===== config.mk =====
export PLATFORM = sky130hd
export DESIGN_NAME = cmt_charger_control
export DESIGN_NICKNAME = d
export VERILOG_FILES = /design/src/common/cmt_pkg.sv /design/src/logic/cmt_charger_control.sv
export SDC_FILE = /design/constraint.sdc
export NUM_CORES = 1
export LEC_CHECK = 0
export ABC_CLOCK_PERIOD_IN_PS = 2900
export BUFFER_PORTS_ARGS = -buffer_cell sky130_fd_sc_hd__buf_2
export CORE_MARGIN = 10
export CORE_UTILIZATION = 53
export DETAILED_ROUTE_END_ITERATION = 16
export PLACE_DENSITY = 0.8
export SYNTH_ARGS = -nofsm -noshare
export SYNTH_HDL_FRONTEND = slang
export SYNTH_SLANG_ARGS = --single-unit

===== constraint.sdc =====
create_clock -name clk -period 2.9 [get_ports clk]
set_input_delay 0.87 -clock clk [delete_from_list [all_inputs] [get_ports clk]]
set_output_delay 0.87 -clock clk [all_outputs]
set_load 0.005 [all_outputs]

===== src/common/cmt_pkg.sv =====
/*
 * Shared constants of the charger mode and thermistor control block: register indices,
 * field positions, reset values, thermistor thresholds and timing figures.
 * Assumes an 8-bit register port addressed by register index and a 25 MHz core clock.
 */
package cmt_pkg;

	// ---------------------------------------------------------------
	// Register indices and widths
	// ---------------------------------------------------------------
	localparam int CMT_AW = 4;
	localparam int CMT_DW = 8;
	localparam logic [3:0] CMT_REG_CTRL = 4'h1;
	localparam logic [3:0] CMT_REG_FLOAT = 4'h2;
	localparam logic [3:0] CMT_REG_CURRENT = 4'h4;
	localparam logic [3:0] CMT_REG_LEVEL = 4'h5;
	localparam logic [3:0] CMT_REG_SAFETY = 4'h6;
	localparam logic [3:0] CMT_REG_MONITOR = 4'hA;
	localparam logic [3:0] CMT_REG_THERM = 4'hC;
	localparam logic [3:0] CMT_REG_WDOG = 4'hD;

	// ---------------------------------------------------------------
	// Field positions
	// ---------------------------------------------------------------
	localparam int CMT_CTRL_HZ_BIT = 1;
	localparam int CMT_CTRL_CHGDIS_BIT = 2;
	localparam int CMT_CTRL_TERMEN_BIT = 3;
	localparam int CMT_CTRL_LOWBAT_LSB = 4;
	localparam int CMT_CTRL_INLIM_LSB = 6;
	localparam int CMT_FLOAT_LSB = 2;
	localparam int CMT_CUR_TERM_LSB = 0;
	localparam int CMT_CUR_CHG_LSB = 3;
	localparam int CMT_CUR_RESET_BIT = 7;
	localparam int CMT_LEVEL_EOC_BIT = 4;
	localparam int CMT_LEVEL_IOLVL_BIT = 5;
	localparam int CMT_THERM_VALID_BIT = 4;
	localparam int CMT_THERM_TDIS_BIT = 5;
	localparam int CMT_WDOG_KICK_BIT = 0;
	localparam int CMT_WDOG_DIS_BIT = 1;

	// ---------------------------------------------------------------
	// Reset values
	// ---------------------------------------------------------------
	localparam logic [7:0] CMT_CTRL_RST = 8'h04;
	localparam logic [7:0] CMT_FLOAT_RST = 8'h00;
	localparam logic [7:0] CMT_CURRENT_RST = 8'h00;
	localparam logic [7:0] CMT_LEVEL_RST = 8'h00;
	localparam logic [7:0] CMT_SAFETY_RST = 8'h00;
	localparam logic CMT_WDOG_DIS_RST = 1'b1;

	// ---------------------------------------------------------------
	// Thermistor thresholds, in tenths of a percent of the reference
	// ---------------------------------------------------------------
	localparam int CMT_RATIO_W = 10;
	localparam logic [9:0] CMT_THRESH_PERMILLE [0:3] = '{10'd739, 10'd646, 10'd329, 10'd233};
	localparam logic [3:0] CMT_ZONE_COLD = 4'h0;
	localparam logic [3:0] CMT_ZONE_COOL = 4'h1;
	localparam logic [3:0] CMT_ZONE_WARM = 4'h7;
	localparam logic [3:0] CMT_ZONE_HOT = 4'hF;

	// ---------------------------------------------------------------
	// Charge current and float voltage scaling
	// ---------------------------------------------------------------
	localparam logic [10:0] CMT_ICHG_BASE_MA = 11'd350;
	localparam logic [10:0] CMT_ICHG_STEP_MA = 11'd100;
	localparam logic [10:0] CMT_ICHG_LOW_MA = 11'd650;
	localparam logic [10:0] CMT_ICHG_FLOOR_MA = 11'd340;
	localparam logic [12:0] CMT_VFLT_BASE_MV = 13'd3500;
	localparam logic [12:0] CMT_VFLT_STEP_MV = 13'd20;
	localparam logic [12:0] CMT_VFLT_DERATE_MV = 13'd4000;

	// ---------------------------------------------------------------
	// Timing
	// ---------------------------------------------------------------
	localparam int CMT_CLK_HZ = 25_000_000;
	localparam int CMT_WDOG_PERIOD_S = 32;
	localparam int CMT_THERM_PERIOD_S = 1;
	localparam int CMT_WDOG_CYCLES = CMT_WDOG_PERIOD_S * CMT_CLK_HZ;
	localparam int CMT_THERM_CYCLES = CMT_THERM_PERIOD_S * CMT_CLK_HZ;
	localparam int CMT_CNT_W = 30;

	typedef enum logic [1:0] {CMT_CHG_OFF, CMT_CHG_MEASURE, CMT_CHG_ON} cmt_chg_e;

endpackage : cmt_pkg


===== src/logic/cmt_charger_control.sv =====
/*
 * Charger mode control and battery thermistor monitor, with an 8-bit register port.
 * Assumes analog comparator levels arrive asynchronously on pins, and that a converter on
 * the same clock answers each thermistor sample request with one valid pulse and a ratio.
 */
`timescale 1ns/10ps

module cmt_charger_control #(
	parameter int WDOG_CYCLES = cmt_pkg::CMT_WDOG_CYCLES,
	parameter int THERM_CYCLES = cmt_pkg::CMT_THERM_CYCLES
) (
	input wire logic clk,
	input wire logic rst,
	input wire logic [cmt_pkg::CMT_AW-1:0] regAddr,
	input wire logic [cmt_pkg::CMT_DW-1:0] regWdata,
	input wire logic regWr,
	input wire logic regRd,
	output logic [cmt_pkg::CMT_DW-1:0] regRdata,
	input wire logic busValidPin,
	input wire logic busAboveMinPin,
	input wire logic busBelowSleepPin,
	input wire logic batBelowLowPin,
	input wire logic disablePin,
	input wire logic dieHotPin,
	input wire logic thermShortPin,
	input wire logic safetyTimerExpired,
	input wire logic chargeDone,
	input wire logic paramResetReq,
	output logic thermSampleReq,
	input wire logic thermSampleValid,
	input wire logic [cmt_pkg::CMT_RATIO_W-1:0] thermRatio,
	output logic buckEnable,
	output logic chargeEnable,
	output logic batterySwitchOn,
	output logic supplementSwitchOn,
	output logic reverseBlockOn,
	output logic [10:0] chargeCurrentMa,
	output logic [12:0] floatVoltageMv,
	output logic watchdogExpired
);
	import cmt_pkg::*;

	// ---------------------------------------------------------------
	// Pin synchronisers
	// ---------------------------------------------------------------
	localparam int NSYNC = 7;
	logic [NSYNC-1:0] pinRaw;
	logic [NSYNC-1:0] s1_q;
	logic [NSYNC-1:0] s2_q;
	logic [NSYNC-1:0] s3_q;
	logic [NSYNC-1:0] pin_q;
	assign pinRaw = {thermShortPin, dieHotPin, disablePin, batBelowLowPin,
		busBelowSleepPin, busAboveMinPin, busValidPin};

	genvar gi;
	generate
		for (gi = 0; gi < NSYNC; gi++) begin : g_sync
			always_ff @(posedge clk) begin
				if (rst) begin
					s1_q[gi] <= 1'b0;
					s2_q[gi] <= 1'b0;
					s3_q[gi] <= 1'b0;
					pin_q[gi] <= 1'b0;
				end else begin
					s1_q[gi] <= pinRaw[gi];
					s2_q[gi] <= s1_q[gi];
					s3_q[gi] <= s2_q[gi];
					if (s2_q[gi] == s3_q[gi]) begin
						pin_q[gi] <= s3_q[gi];
					end
				end
			end
		end
	endgenerate

	wire busValid = pin_q[0];
	wire busAboveMin = pin_q[1];
	wire busBelowSleep = pin_q[2];
	wire batLow = pin_q[3];
	wire disLevel = pin_q[4];
	wire dieHot = pin_q[5];
	wire thermShort = pin_q[6];

	// ---------------------------------------------------------------
	// Register state and decode
	// ---------------------------------------------------------------
	logic [7:0] ctrl_q, ctrl_d;
	logic [7:0] float_q, float_d;
	logic [7:0] cur_q, cur_d;
	logic [7:0] level_q, level_d;
	logic [7:0] safety_q, safety_d;
	logic tempDis_q, tempDis_d;
	logic wdDis_q, wdDis_d;
	logic [3:0] zone_q;
	logic thermValid_q;
	logic [7:0] rdata_q;
	logic [CMT_CNT_W-1:0] wdCount_q;
	logic [CMT_CNT_W-1:0] secCount_q;
	cmt_chg_e state_q, state_d;

	wire wrCtrl = regWr && regAddr == CMT_REG_CTRL;
	wire wrFloat = regWr && regAddr == CMT_REG_FLOAT;
	wire wrCur = regWr && regAddr == CMT_REG_CURRENT;
	wire wrLevel = regWr && regAddr == CMT_REG_LEVEL;
	wire wrSafety = regWr && regAddr == CMT_REG_SAFETY;
	wire wrTherm = regWr && regAddr == CMT_REG_THERM;
	wire wrWdog = regWr && regAddr == CMT_REG_WDOG;
	wire softReset = wrCur && regWdata[CMT_CUR_RESET_BIT];
	wire wdKick = wrWdog && regWdata[CMT_WDOG_KICK_BIT];

	// ---------------------------------------------------------------
	// Mode decode
	// ---------------------------------------------------------------
	wire hzRequest = ctrl_q[CMT_CTRL_HZ_BIT];
	wire chgDisable = ctrl_q[CMT_CTRL_CHGDIS_BIT];
	wire hiZ = hzRequest || disLevel;
	wire sleepMode = busAboveMin && busBelowSleep;
	wire idleCond = safetyTimerExpired || chargeDone || chgDisable;
	wire standbyMode = !busValid || hiZ || dieHot;
	// Clearing the request or lowering the pin drops standby and lets charging restart.
	wire chargeWanted = !standbyMode && !sleepMode && !idleCond;

	// The watchdog freezes rather than clears so a brief high-impedance spell costs no time.
	wire wdRun = !wdDis_q && !(hiZ && !batLow);
	wire wdExpire = wdRun && wdCount_q == '0;
	wire lowBatCond = hiZ && batLow;
	wire lowBatReset = lowBatCond && (wdDis_q ? 1'b1 : wdExpire);
	wire regReset = softReset || lowBatReset;
	wire ceAfterReset = !(softReset && busValid && batLow);

	// ---------------------------------------------------------------
	// Register next values
	// ---------------------------------------------------------------
	// Reset wins over parameter restore, which wins over a host write.
	wire [7:0] ctrlParam = {CMT_CTRL_RST[7:4], ctrl_q[3:0]};
	wire [7:0] ctrlReset = {CMT_CTRL_RST[7:3], ceAfterReset, CMT_CTRL_RST[1:0]};
	assign ctrl_d = regReset ? ctrlReset :
		paramResetReq ? ctrlParam :
		wrCtrl ? {regWdata[7:1], 1'b0} : ctrl_q;
	assign float_d = (regReset || paramResetReq) ? CMT_FLOAT_RST :
		wrFloat ? {regWdata[7:2], 2'b00} : float_q;
	assign cur_d = (regReset || paramResetReq) ? CMT_CURRENT_RST :
		wrCur ? {1'b0, regWdata[6:0]} : cur_q;
	assign level_d = regReset ? CMT_LEVEL_RST :
		wrLevel ? {2'b00, regWdata[5:4], 4'h0} : level_q;
	assign safety_d = paramResetReq ? CMT_SAFETY_RST :
		wrSafety ? regWdata : safety_q;
	assign tempDis_d = regReset ? 1'b0 :
		wrTherm ? regWdata[CMT_THERM_TDIS_BIT] : tempDis_q;
	assign wdDis_d = regReset ? CMT_WDOG_DIS_RST :
		wrWdog ? regWdata[CMT_WDOG_DIS_BIT] : wdDis_q;

	always_ff @(posedge clk) begin
		if (rst) begin
			ctrl_q <= CMT_CTRL_RST;
			float_q <= CMT_FLOAT_RST;
			cur_q <= CMT_CURRENT_RST;
			level_q <= CMT_LEVEL_RST;
			safety_q <= CMT_SAFETY_RST;
			tempDis_q <= 1'b0;
			wdDis_q <= CMT_WDOG_DIS_RST;
		end else begin
			ctrl_q <= ctrl_d;
			float_q <= float_d;
			cur_q <= cur_d;
			level_q <= level_d;
			safety_q <= safety_d;
			tempDis_q <= tempDis_d;
			wdDis_q <= wdDis_d;
		end
	end

	// ---------------------------------------------------------------
	// Watchdog
	// ---------------------------------------------------------------
	localparam logic [CMT_CNT_W-1:0] WD_LOAD = CMT_CNT_W'(WDOG_CYCLES - 1);
	wire [CMT_CNT_W-1:0] wdCount_d = (wdDis_q || wdKick || regReset || wdExpire) ? WD_LOAD :
		wdRun ? wdCount_q - 1'b1 : wdCount_q;

	always_ff @(posedge clk) begin
		if (rst) begin
			wdCount_q <= WD_LOAD;
		end else begin
			wdCount_q <= wdCount_d;
		end
	end

	// ---------------------------------------------------------------
	// Thermistor schedule and zone coding
	// ---------------------------------------------------------------
	localparam logic [CMT_CNT_W-1:0] SEC_LOAD = CMT_CNT_W'(THERM_CYCLES - 1);
	wire secTick = state_q == CMT_CHG_ON && secCount_q == '0;
	logic [3:0] zoneNew;
	generate
		for (gi = 0; gi < 4; gi++) begin : g_zone
			// A warmer battery gives a lower ratio, so each passed threshold sets one more bit.
			assign zoneNew[gi] = thermRatio < CMT_THRESH_PERMILLE[gi];
		end
	endgenerate

	always_comb begin
		state_d = state_q;
		case (state_q)
			CMT_CHG_OFF: begin
				if (chargeWanted) begin
					state_d = thermShort ? CMT_CHG_ON : CMT_CHG_MEASURE;
				end
			end
			CMT_CHG_MEASURE: begin
				if (!chargeWanted) begin
					state_d = CMT_CHG_OFF;
				end else if (thermSampleValid || thermShort) begin
					state_d = CMT_CHG_ON;
				end
			end
			CMT_CHG_ON: begin
				if (!chargeWanted) begin
					state_d = CMT_CHG_OFF;
				end
			end
			default: begin
				state_d = CMT_CHG_OFF;
			end
		endcase
	end

	assign thermSampleReq = !thermShort && chargeWanted &&
		((state_q == CMT_CHG_OFF) || secTick);

	always_ff @(posedge clk) begin
		if (rst) begin
			state_q <= CMT_CHG_OFF;
			secCount_q <= SEC_LOAD;
			zone_q <= CMT_ZONE_COLD;
			thermValid_q <= 1'b0;
		end else begin
			state_q <= state_d;
			secCount_q <= (state_q != CMT_CHG_ON || secTick) ? SEC_LOAD : secCount_q - 1'b1;
			if (thermShort) begin
				zone_q <= CMT_ZONE_COLD;
				thermValid_q <= 1'b0;
			end else if (thermSampleValid) begin
				zone_q <= zoneNew;
				thermValid_q <= 1'b1;
			end
		end
	end

	// ---------------------------------------------------------------
	// Charge derating and power switches
	// ---------------------------------------------------------------
	wire tempActive = thermValid_q && !tempDis_q;
	wire zoneStop = zone_q == CMT_ZONE_COLD || zone_q == CMT_ZONE_HOT;
	wire zoneDerate = zone_q == CMT_ZONE_COOL || zone_q == CMT_ZONE_WARM;
	wire chargeOk = state_q == CMT_CHG_ON && !(tempActive && zoneStop);
	wire derate = tempActive && zoneDerate;
	wire [10:0] progMa = CMT_ICHG_BASE_MA + 11'(cur_q[6:3]) * CMT_ICHG_STEP_MA;
	wire [12:0] progMv = CMT_VFLT_BASE_MV + 13'(float_q[7:2]) * CMT_VFLT_STEP_MV;
	wire [10:0] derMa = (progMa < CMT_ICHG_LOW_MA) ? CMT_ICHG_FLOOR_MA : progMa >> 1;

	always_ff @(posedge clk) begin
		if (rst) begin
			buckEnable <= 1'b0;
			chargeEnable <= 1'b0;
			batterySwitchOn <= 1'b1;
			supplementSwitchOn <= 1'b1;
			reverseBlockOn <= 1'b0;
			chargeCurrentMa <= '0;
			floatVoltageMv <= '0;
			watchdogExpired <= 1'b0;
		end else begin
			buckEnable <= !standbyMode && !sleepMode;
			chargeEnable <= chargeOk;
			batterySwitchOn <= chargeOk || hiZ || !busValid;
			supplementSwitchOn <= hiZ || !busValid;
			reverseBlockOn <= sleepMode;
			chargeCurrentMa <= derate ? derMa : progMa;
			floatVoltageMv <= derate ? CMT_VFLT_DERATE_MV : progMv;
			watchdogExpired <= wdExpire;
		end
	end

	// ---------------------------------------------------------------
	// Read port
	// ---------------------------------------------------------------
	// The monitor word is built from present levels so a read sees the state of that cycle.
	wire [7:0] monitorWord = {2'b00, chargeOk, sleepMode, idleCond, standbyMode, hiZ, busValid};
	wire [7:0] thermWord = {2'b00, tempDis_q, thermValid_q, zone_q};
	wire [7:0] wdogWord = {6'h00, wdDis_q, 1'b0};
	wire [7:0] rdMux = regAddr == CMT_REG_CTRL ? ctrl_q :
		regAddr == CMT_REG_FLOAT ? float_q :
		regAddr == CMT_REG_CURRENT ? cur_q :
		regAddr == CMT_REG_LEVEL ? level_q :
		regAddr == CMT_REG_SAFETY ? safety_q :
		regAddr == CMT_REG_MONITOR ? monitorWord :
		regAddr == CMT_REG_THERM ? thermWord :
		regAddr == CMT_REG_WDOG ? wdogWord : 8'h00;

	always_ff @(posedge clk) begin
		if (rst) begin
			rdata_q <= 8'h00;
		end else begin
			rdata_q <= regRd ? rdMux : 8'h00;
		end
	end
	assign regRdata = rdata_q;
endmodule : cmt_charger_control


### Yosys cells after proc, flatten, opt, wreduce, memory -nomap -nowiden

Index checks and enable logic that the tools add are counted.

| storage, ports and cells | value |
|---|---|
| register bits | 165 |
| logic and storage cells | 184 |
| input port bits | 37 |
| output and inout port bits | 39 |

| cells by class | value |
|---|---|
| eq/ne operators | 25 |
| reduce and logical (&&, ||, !) cells | 72 |
| bitwise operators | 2 |
| mux-type cells | 21 |
| magnitude comparators | 5 |
| $add $sub $neg | 4 |
| $mul | 2 |

Operator list:

| cell | number |
|---|---|
| $logic_not A30 Y1 | 2 |
| $sub A30 B1 Y30 const B | 2 |
| $mux W8 | 5 |
| $logic_and A1 B1 Y1 | 26 |
| $lt A10 B10 Y1 const B | 2 |
| $logic_or A1 B1 Y1 | 17 |
| $eq A4 B3 Y1 const B | 4 |
| $eq A4 B4 Y1 const B | 4 |
| $reduce_or A2 Y1 | 8 |
| $add A12 B11 Y13 const A | 1 |
| $mux W12 | 1 |
| $mux W2 | 6 |
| $mux W6 | 2 |
| $add A9 B11 Y11 const A | 1 |
| $logic_not A1 Y1 | 11 |
| $lt A11 B10 Y1 const B | 1 |
| $mux W11 | 1 |
| $lt A10 B8 Y1 const B | 1 |
| $lt A10 B9 Y1 const B | 1 |
| $mux W10 | 1 |
| $mul A4 B5 Y9 const B | 1 |
| $mul A6 B3 Y9 const B | 1 |
| $mux W3 | 3 |
| $eq A4 B1 Y1 const B | 2 |
| 17 further kinds | 27 |

### Depth between registers and ports, before layout

Gate-level depths: netlist of run 1.

| logic depth | value |
|---|---|
| depth after elaboration | 11 |
| mapped depth | 11 |

### Worst setup path before layout of run 1

Ideal clock, no wire load.

| path | value |
|---|---|
| path kind | reg-to-output |
| start | register secCount_q[11] |
| end | output port thermSampleReq |
| cell stages (with the launch flop) | 6 |
| setup slack | -0.263 ns |
| arrival time | 2.293 ns |
| buffers on the path | 0 |
| path through | dfxtp_1 or4_4 or4b_4 nor4_4 nand2_1 a2111oi_2 |

| between the ends | value |
|---|---|
| longest elaborated chain between the ends | 4 |

RTL lines:

| item | line | source |
|---|---|---|
| start: declaration | cmt_charger_control.sv:98 | `logic [CMT_CNT_W-1:0] secCount_q;` |
| start signal: assignment | cmt_charger_control.sv:238 | `secCount_q <= (state_q != CMT_CHG_ON \|\| secTick) ? SEC_LOAD : secCount_q - 1'b1;` |
| $logic_not A30 Y1 | cmt_charger_control.sv:192 | `wire secTick = state_q == CMT_CHG_ON && secCount_q == '0;` |
| $logic_and A1 B1 Y1 | cmt_charger_control.sv:192 |  |
| $logic_or A1 B1 Y1 | cmt_charger_control.sv:228 | `((state_q == CMT_CHG_OFF) \|\| secTick);` |
| $logic_and A1 B1 Y1 | cmt_charger_control.sv:227 | `assign thermSampleReq = !thermShort && chargeWanted &&` |
| end: declaration | cmt_charger_control.sv:29 | `output logic thermSampleReq,` |

Every way passes these cells.

### Worst setup path in the final report of run 1

| path | value |
|---|---|
| start | register secCount_q[13] |
| end | output port thermSampleReq |

Same word-level chain as after synthesis.

==> results of run 1 <==
kinds of logic (layout without fill, tap and decap cells):
group / Yosys count / after routing / synth area share, %
AND/OR/NAND/NOR: 364 / 364 / 25.04
XOR/XNOR: 69 / 69 / 8.285
multiplexers: 15 / 15 / 2.075
flip-flops: 163 / 163 / 44.73
other: 1 / 2 / 0.05141
AO/OA/AOI/OAI: 148 / 148 / 12.35
buffers and inverters: 54 / 166 / 2.968
adder cells (fa/ha/maj): 25 / 25 / 4.494
state kept, by name (all words and copies together) (netlist names), 6 cells and up:
name / count
cur_q: 7
floatVoltageMv: 11
wdCount_q: 30
secCount_q: 30
s1_q: 7
ctrl_q: 7
s3_q: 7
safety_q: 8
chargeCurrentMa: 11
float_q: 6
s2_q: 7
regRdata: 8
metrics by stage:
| stage | hold WS (ns) | area [um^2] | setup TNS (ns) |
|---|---|---|---|
| global route | 0.4339 | 8710 | -0.6337 |
| finish | 0.4124 | 8710 | -0.5674 |
| floorplan | 0.3841 | 7298 | -0.08950 |
| detailed placement | 0.4035 | 8059 | -0.1427 |
| global placement | 0.3975 | 8059 | -0.1392 |
| CTS | 0.4165 | 8690 | -0.5717 |
final timing paths:
kind	start	endpoint	slack, ns	cells after the start
worst min-delay path	secCount_q[0]$_SDFF_PP1_	secCount_q[0]$_SDFF_PP1_	0.41	1
worst min register to register	secCount_q[0]$_SDFF_PP1_	secCount_q[0]$_SDFF_PP1_	0.41	1
worst max register to register	cur_q[4]$_SDFFE_PP0P_	chargeCurrentMa[7]$_SDFF_PP0_	0.20	9
worst max-delay path	secCount_q[13]$_SDFF_PP1_	thermSampleReq	-0.57	6
cells in the final DEF (no fill, tap or decap), types with 23 or more instances in the layout:
master | synthesis | routed
buf_2 | 2 | 73
ha_1 | 23 | 23
dfxtp_1 | 163 | 162
nand2_1 | 105 | 104
nor2_1 | 83 | 83
nor3_1 | 31 | 31
o21ai_0 | 26 | 26
xnor2_1 | 47 | 47
buf_4 | 3 | 39
a21oi_1 | 66 | 66
nor2b_1 | 35 | 35
repair_timing:
item,in CTS,in global routing
pin swaps,0,1
gates resized for setup,2,5
gates cloned,0,0
setup endpoints to repair,1,11
metal layers:
| layer | share of wire [%] | up-vias | GRT usage (%) |
|---|---|---|---|
| li1 | - | 3090 | - |
| met1 | 45 | 2832 | 21.99 |
| met2 | 47 | 168 | 28.29 |
| met3 | 6.1 | 27 | 4.588 |
| met4 | 1.8 | 0 | 6.323 |
| met5 | 0 | - | 0 |
power breakdown:
part / internal [mW] / switching [mW] / total (mW)
Combinational: 0.0926 / 0.130 / 0.223
Clock: 1.39 / 0.920 / 2.31
Sequential: 2.27 / 0.0155 / 2.29
Total: 3.75 / 1.07 / 4.82
layout make-up:
cell class / count / share of cell area [%]
flip-flops and latches: 163 / 37.48
clock buffers: 18 / 5.042
inverters: 21 / 0.9050
clock inverters: 14 / 2.026
multi-input cells: 623 / 44.23
well taps: 176 / 2.528
repair buffers: 113 / 7.786
==> results.cfg, run 1 <==
[detailed_routing]
vias_per_cell = 5.423
routed-via-count = 6117
drcViolationCount = 0
final_antenna_net_count = 0
drt_iter0_drc = 401
routed_wl_mm = 16.33
detail_route.wl_per_cell_um = 14.48
detail_route.first_pass.iterations = 5

[sta]
setup_ws_ns = -0.5674
fin_crit_sh_pct = 119.6
finalSetupViolations = 1
hold_viol = 0
slew_viol_final = 0
rsz0062_at_grt = yes
min_period_ns = 3.467
slew_headroom_pct = 21.10
clock_skew_ns = 0.007511
tightest_slew_ns = 1.184
clock.fmax_ghz = 0.2884

[setup_path]
critPathKind = flip-flop to output pin
end_kind = output pin
arrival_ns = 2.60
worst-path-max-fanout = 2
start_kind = flip-flop
cp_top_family = simple AND/OR/NAND/NOR gates
worstPathRequired_ns = 2.03
critical_path_buf_inv_count = 1
critPathMaxStageDelay_ns = 0.53
cp_cell_sequence = or4_4 -> or4b_4 -> nor4_4 -> nand2_2 -> a2111oi_4 -> buf_2
slowest_stage = or4_4

[floorplanning]
io_pins = 76
rows = 42
core_area_um2 = 13350
die_area_um2 = 18860
die-height_um = 137.3
start_util_pct = 54.65
dieWidth_um = 137.3

[clocking]
cts_setup_buffers = 0
holdBufCountCts = 0
h-tree-depth = 4
cts.clk_slew.worst_paths_ns = 0.06
cts_inserted_buffers = 17
clock_latency_ns = 0.43
clock-root-buffer = clkbuf_16
cts_buffer_depth = 2
cts_tree = yes
clock_sinks = 163

[hold_path]
hold_path_class = flip-flop to flip-flop

[layout]
fin_nets = 1001
drive_above_1_share_pct = 18.07
fillers = 1080
fin_util_pct = 65.25
final_cells = 1128
regArea_um2 = 3264
diodes = 0
area_growth_pct = 19.40
multi_input_area_um2 = 3852

[global_route]
grt_pass1_wl_mm = 26.57
grt.total_usage_pct = 17.48
grt-ovfl-total = 0
antenna_found_initial = 0
grt_pass1_vias = 5602
grt_max_degree = 29

[yosys]
synth-edff-count = 0
ys.flop_type = dfxtp_1
avgSynthCellArea_um2 = 8.694
synthCells = 839
synth-warning-count = 0
syn-cell-area_um2 = 7294
synthTopCellsByCount = 163 x dfxtp_1, 105 x nand2_1, 83 x nor2_1, 66 x a21oi_1, 47 x xnor2_1
yosysSeqAreaShare_pct = 44.73
async_flop_share_pct = 0
yosysMostFrequentCell = dfxtp_1
yosys.area.top_type_share_pct = 44.73
yosys-top-cells-area = dfxtp_1 45%, xnor2_1 5.6%, nand2_1 5.4%, a21oi_1 4.5%, nor2_1 4.3%
synth-seq-cells = 163
yosysTopAreaCell = dfxtp_1
yosysUniqueCellTypes = 64

[outcome]
status = complete, but fails checks
violations = setup timing

[pwr]
leakagePower_nw = 3.320
ir_drop_v = 0.0005482
p_total_mw = 4.816
powerDensity_nw_per_um2 = 553.0

[placed_design]
io_buffer_count = 73
dp_hpwl_mm = 11.85
pre_cts_ws_ns = -0.1427
finalWeightedCongestion = 0.9364
dp.cells = 1096

[flow_run]
maxCapViolCount = 0
Note: power is estimated with default switching activity, not from simulation.
==> run 2, diff against run 1 <==
--- a/config.mk
+++ b/config.mk
@@ -7,10 +7,11 @@
 export LEC_CHECK = 0
 export ABC_CLOCK_PERIOD_IN_PS = 2900
 export BUFFER_PORTS_ARGS = -buffer_cell sky130_fd_sc_hd__buf_2
-export CORE_MARGIN = 10
 export CORE_UTILIZATION = 53
 export DETAILED_ROUTE_END_ITERATION = 16
+export GPL_TIMING_DRIVEN = 0
 export PLACE_DENSITY = 0.8
+export SETUP_SLACK_MARGIN = 0.5
 export SYNTH_ARGS = -nofsm -noshare
 export SYNTH_HDL_FRONTEND = slang
 export SYNTH_SLANG_ARGS = --single-unit
==> run 2 against run 1 <==
Die area is 24% lower. Non-clock buffer count up 27. Utilization is 5.5 points higher. Largest power group unchanged. The run still ends with setup timing left.
==> results.cfg, run 2 (synthesis results as in run 1) <==
[outcome]
status = complete, but fails checks
violations = setup timing

[layout]
final_common_cell = dfxtp_1
final_cells = 1155
diodes = 0
final_cell_mix = 154 x dfxtp_1, 101 x nand2_1, 81 x nor2_1, 71 x buf_2, 60 x a21oi_1
drive_above_1_share_pct = 25.03
area_growth_pct = 29.49
post-route-cell-area_um2 = 9445
top_regs = secCount_q x30, wdCount_q x30
fin_nets = 1028

[floorplanning]
die_area_um2 = 14240
core_area_um2 = 13350
dieWidth_um = 119.3
io_pins = 76
rows = 42
start_util_pct = 54.65
die-height_um = 119.3

[placed_design]
placed_cell_area_um2 = 7958
dp.cells = 1086
finalWeightedCongestion = 0.9180
io_buffer_count = 70
dp_hpwl_mm = 11.45

[global_route]
antenna_found_initial = 0
grt_pass1_vias = 6162
grt.total_usage_pct = 26.04
grt_pass1_wl_mm = 29.42
grt_max_degree = 17
grt-ovfl-total = 0

[clocking]
cts_buffer_depth = 2
clock_latency_ns = 0.44
clock_sinks = 163
cts_inserted_buffers = 17
cts_tree = yes
clock-root-buffer = clkbuf_16
h-tree-depth = 4
holdBufCountCts = 0
cts.clk_slew.worst_paths_ns = 0.06

[sta]
clock_skew_ns = 0.009599
clock.fmax_ghz = 0.2636
fin_crit_sh_pct = 130.8
hold_viol = 0
finalSetupViolations = 10
slew_headroom_pct = 42.28
tightest_slew_ns = 0.8626
rsz0062_at_grt = yes
setup_ws_ns = -0.8943
holdWs_ns = 0.4252
slew_viol_final = 0
min_period_ns = 3.794

[setup_path]
cp_cell_sequence = or4_4 -> or4b_4 -> buf_4 -> nor4_4 -> nand2_2 -> a2111oi_4 -> buf_2
end_kind = output pin
worstPathRequired_ns = 2.03
critPathMaxStageDelay_ns = 0.54
arrival_ns = 2.92
start_kind = flip-flop
worst-path-max-fanout = 2
critPathKind = flip-flop to output pin
slowest_stage = or4_4

[flow_run]
maxCapViolCount = 0

[detailed_routing]
routed-via-count = 6569
vias_per_cell = 5.687
detail_route.first_pass.iterations = 6
detail_route.wl_per_cell_um = 17.05
drcViolationCount = 0
final_antenna_net_count = 0
routed_wl_mm = 19.69
drt_iter0_drc = 767

[pwr]
leakagePower_nw = 3.613
powerDensity_nw_per_um2 = 522.4
ir_drop_v = 0.0004470
p_total_mw = 4.934

[hold_path]
hold_path_class = flip-flop to flip-flop
run 2: cell count changes in the layout (fill, tap and decap cells not counted), sizes merged:
cell	change
clkbuf	+18
buf	+8
bufinv	+1
clkinvlp	+1
inv	-1
run 2: power by group:
group          switching (mW)  internal (mW)
combinational           0.148         0.0953
clock                   0.957           1.45
sequential             0.0169           2.27
run 2: area by class of cell:
class,instances,area [um^2]
Multi-Input combinational cell,623,4353
Fill cell,956,3902
Sequential cell,163,3282
Timing Repair Buffer,107,695.7
Clock buffer,17,425.4
Tap cell,176,220.2
Clock inverter,15,205.2
Buffer,33,180.2
Inverter,21,83.83
run 2: layer usage:
| metal | track usage, % | vias up | share of wire, % |
|---|---|---|---|
| li1 | - | 3151 | - |
| met1 | 32.51 | 3139 | 43 |
| met2 | 43.10 | 223 | 48 |
| met3 | 5.172 | 56 | 5.5 |
| met4 | 12.27 | 0 | 3.1 |
| met5 | 0 | - | 0 |
run 2: worst max-delay path: cells and delay by family, from the launching register on:
family          cells  cell delay, ns
simple gates        4            1.47
compound gates      1            0.36
buf+inv             2            0.34
flops               1            0.32
run 2: final timing paths:
| kind | cells after the start | slack [ns] | endpoint | startpoint |
|---|---|---|---|---|
| min | 1 | 0.43 | secCount_q[0]$_SDFF_PP1_ | secCount_q[0]$_SDFF_PP1_ |
| max | 7 | -0.89 | thermSampleReq | secCount_q[13]$_SDFF_PP1_ |
| min reg2reg | 1 | 0.43 | secCount_q[0]$_SDFF_PP1_ | secCount_q[0]$_SDFF_PP1_ |
| max reg2reg | 20 | -0.83 | secCount_q[27]$_SDFF_PP0_ | secCount_q[13]$_SDFF_PP1_ |
run 2: per-stage QoR:
step / worst slack, ns / utilization, % / TNS (ns)
final: -0.8943 / 70.76 / -7.006
after global routing: -0.9453 / 70.76 / -7.669
after CTS: -0.8127 / 67.96 / -6.568
after detailed placement: -0.4869 / 59.62 / -1.164
after global placement: -0.4733 / 59.62 / -0.4733
after floorplan: -0.08950 / - / -0.08950
run 2: timing repair:
action | 4_1_cts | 5_1_grt
pin swaps | 18 | 22
cloned | 1 | 0
gates resized for setup | 59 | 70
setup endpoints to repair | 87 | 69
setup buffers | 26 | 10
==> run 3, diff against run 2 <==
--- a/config.mk
+++ b/config.mk
@@ -12,6 +12,7 @@
 export GPL_TIMING_DRIVEN = 0
 export PLACE_DENSITY = 0.8
 export SETUP_SLACK_MARGIN = 0.5
+export SLEW_MARGIN = 20
 export SYNTH_ARGS = -nofsm -noshare
 export SYNTH_HDL_FRONTEND = slang
 export SYNTH_SLANG_ARGS = --single-unit
==> constraint.sdc (replaced) <==
create_clock -name clk -period 2.9 [get_ports clk]
set_input_delay 0.435 -clock clk [delete_from_list [all_inputs] [get_ports clk]]
set_output_delay 0.435 -clock clk [all_outputs]
set_load 0.005 [all_outputs]
==> run 3 against run 2 <==
The flow still finishes with violations (setup timing). Global-route usage fell by 0.50 points. Worst setup slack improved by 0.71 ns. Worst hold slack lost 0.20 ns. Die area did not move. Clock skew down 0.0041 ns. Sequential cell count stayed put. Combinational power barely moved. Utilization is 0.17 points lower. Largest power group unchanged.
==> results.cfg, run 3 (synthesis results as in run 1) <==
[layout]
area_growth_pct = 29.18
fin_util_pct = 70.59
diodes = 0
fillers = 971
top_regs = secCount_q x30, wdCount_q x30
drive_above_1_share_pct = 26.23
final_common_cell = dfxtp_1
regArea_um2 = 3288
multi_input_area_um2 = 4325
final_cells = 1152
fin_nets = 1025
post-route-cell-area_um2 = 9423
final_cell_mix = 151 x dfxtp_1, 100 x nand2_1, 83 x nor2_1, 71 x buf_2, 43 x xnor2_1

[clocking]
clock_sinks = 163
cts_inserted_buffers = 17
cts.clk_slew.worst_paths_ns = 0.06
cts_tree = yes
clock-root-buffer = clkbuf_16
holdBufCountCts = 0
h-tree-depth = 4
cts_buffer_depth = 2
clock_latency_ns = 0.42

[setup_path]
reg2reg_depth = 10
reg2reg_slack_ns = 0.33
critPathMaxStageDelay_ns = 0.54
slowest_stage = or4_4
r2r-end = chargeCurrentMa[7]$_SDFF_PP0_
worst-path-max-fanout = 2
end_kind = output pin
start_kind = flip-flop
cp_cell_sequence = or4_4 -> or4b_4 -> nor4_4 -> nand2_2 -> a2111oi_4 -> buf_2
worstPathRequired_ns = 2.47
reg2reg_from = cur_q[3]$_SDFFE_PP0P_
critPathKind = flip-flop to output pin
arrival_ns = 2.65

[pwr]
powerDensity_nw_per_um2 = 539.2
p_total_mw = 5.081
ir_drop_v = 0.0007566
leakagePower_nw = 3.573

[hold_path]
worstHoldEndpoint = s1_q[2]$_SDFF_PP0_
holdPathStages = 2
hold_path_class = primary input to flip-flop
hold_start = busBelowSleepPin

[placed_design]
finalWeightedCongestion = 0.9864
placed_cell_area_um2 = 7920
dp.cells = 1086
dp_hpwl_mm = 11.70
io_buffer_count = 70

[detailed_routing]
detail_route.wl_per_cell_um = 16.73
drt_iter0_drc = 593
detail_route.first_pass.iterations = 5
routed-via-count = 6474
vias_per_cell = 5.620
drcViolationCount = 0
routed_wl_mm = 19.27
final_antenna_net_count = 0

[outcome]
violations = setup timing
status = complete, but fails checks

[sta]
slew_headroom_pct = 35.08
min_period_ns = 3.087
clock.fmax_ghz = 0.3240
slew_viol_final = 0
clock_skew_ns = 0.005507
fin_crit_sh_pct = 106.4
finalSetupViolations = 1
setup_ws_ns = -0.1866
hold_viol = 0
rsz0062_at_grt = yes
tightest_slew_ns = 0.9702
holdWs_ns = 0.2249

[floorplanning]
core_area_um2 = 13350
io_pins = 76
die-height_um = 119.3
die_area_um2 = 14240
start_util_pct = 54.65
rows = 42
dieWidth_um = 119.3

[global_route]
grt_pass1_wl_mm = 28.75
grt-ovfl-total = 0
antenna_found_initial = 0
grt_pass1_vias = 6102
grt.total_usage_pct = 25.54
grt_max_degree = 17

[flow_run]
maxCapViolCount = 0
==> run 3: cell types whose count changed in the layout (fill, tap and decap cells not counted), moves of 3 or more <==
cell | before | now
buf_4 | 21 | 29
a21oi_1 | 60 | 42
buf_6 | 20 | 8
nor3_4 | 9 | 6
a21oi_2 | 3 | 22
inv_6 | 3 | 0
xnor2_2 | 1 | 4
dfxtp_1 | 154 | 151
==> run 3: routing by layer <==
metal  GRT usage (%)  routed length (um)  vias to the layer above
li1                -                   -                     3138
met1           32.32                8277                     3070
met2           41.90                9417                      216
met3           5.316                1054                       50
met4           11.33                 520                        0
met5               0                   0                        -
==> run 3: worst max-delay path, delay by kind of cell, from the launching register on <==
family,cells,cell delay [ns]
buffers and inverters,1,0.18
and+or+nand+nor,4,1.39
DFF,1,0.32
AOI/OAI and AO/OA,1,0.35
==> run 3: how the worst max path moves through the flow <==
stage / startpoint / to / cells past startpoint
floorplan: secCount_q[11]$_SDFF_PP1_ / thermSampleReq / 5
global placement: secCount_q[11]$_SDFF_PP1_ / thermSampleReq / 6
detailed placement: regAddr[0] / ctrl_q[2]$_SDFFE_PP1P_ / 7
CTS: secCount_q[13]$_SDFF_PP1_ / thermSampleReq / 6
global route: secCount_q[24]$_SDFF_PP1_ / thermSampleReq / 6
finish: secCount_q[13]$_SDFF_PP1_ / thermSampleReq / 6
==> run 3: metrics by stage <==
step | setup WS (ns) | setup TNS, ns
final | -0.1866 | -0.1866
after detailed placement | -0.04689 | -0.09162
after CTS | -0.3427 | -0.3427
after floorplan | 0.3455 | 0
after global placement | -0.05299 | -0.08555
after global routing | -0.2867 | -0.2867
==> run 3: what timing repair did <==
| action | CTS | global route |
|---|---|---|
| pin swaps | 21 | 21 |
| setup endpoints to repair | 87 | 92 |
| resized for setup | 51 | 78 |
| buffers inserted | 18 | 14 |
| gates cloned | 1 | 1 |
==> run 3: layout make-up <==
cell class | instances | area share, %
multi-input combinational | 623 | 45.90
sequential | 163 | 34.90
timing repair buffer | 104 | 6.799
clock buffer | 19 | 4.807
clock inverter | 13 | 2.443
tap | 176 | 2.337
buffer | 33 | 1.886
inverter | 21 | 0.9295
==> run 3: report_power, final <==
| group | internal, mW | leakage (nW) | switching, mW |
|---|---|---|---|
| combinational | 0.0959 | 1.92 | 0.147 |
| clock | 1.66 | 0.325 | 0.893 |
| sequential | 2.27 | 1.33 | 0.0173 |
| total | 4.02 | 3.57 | 1.06 |
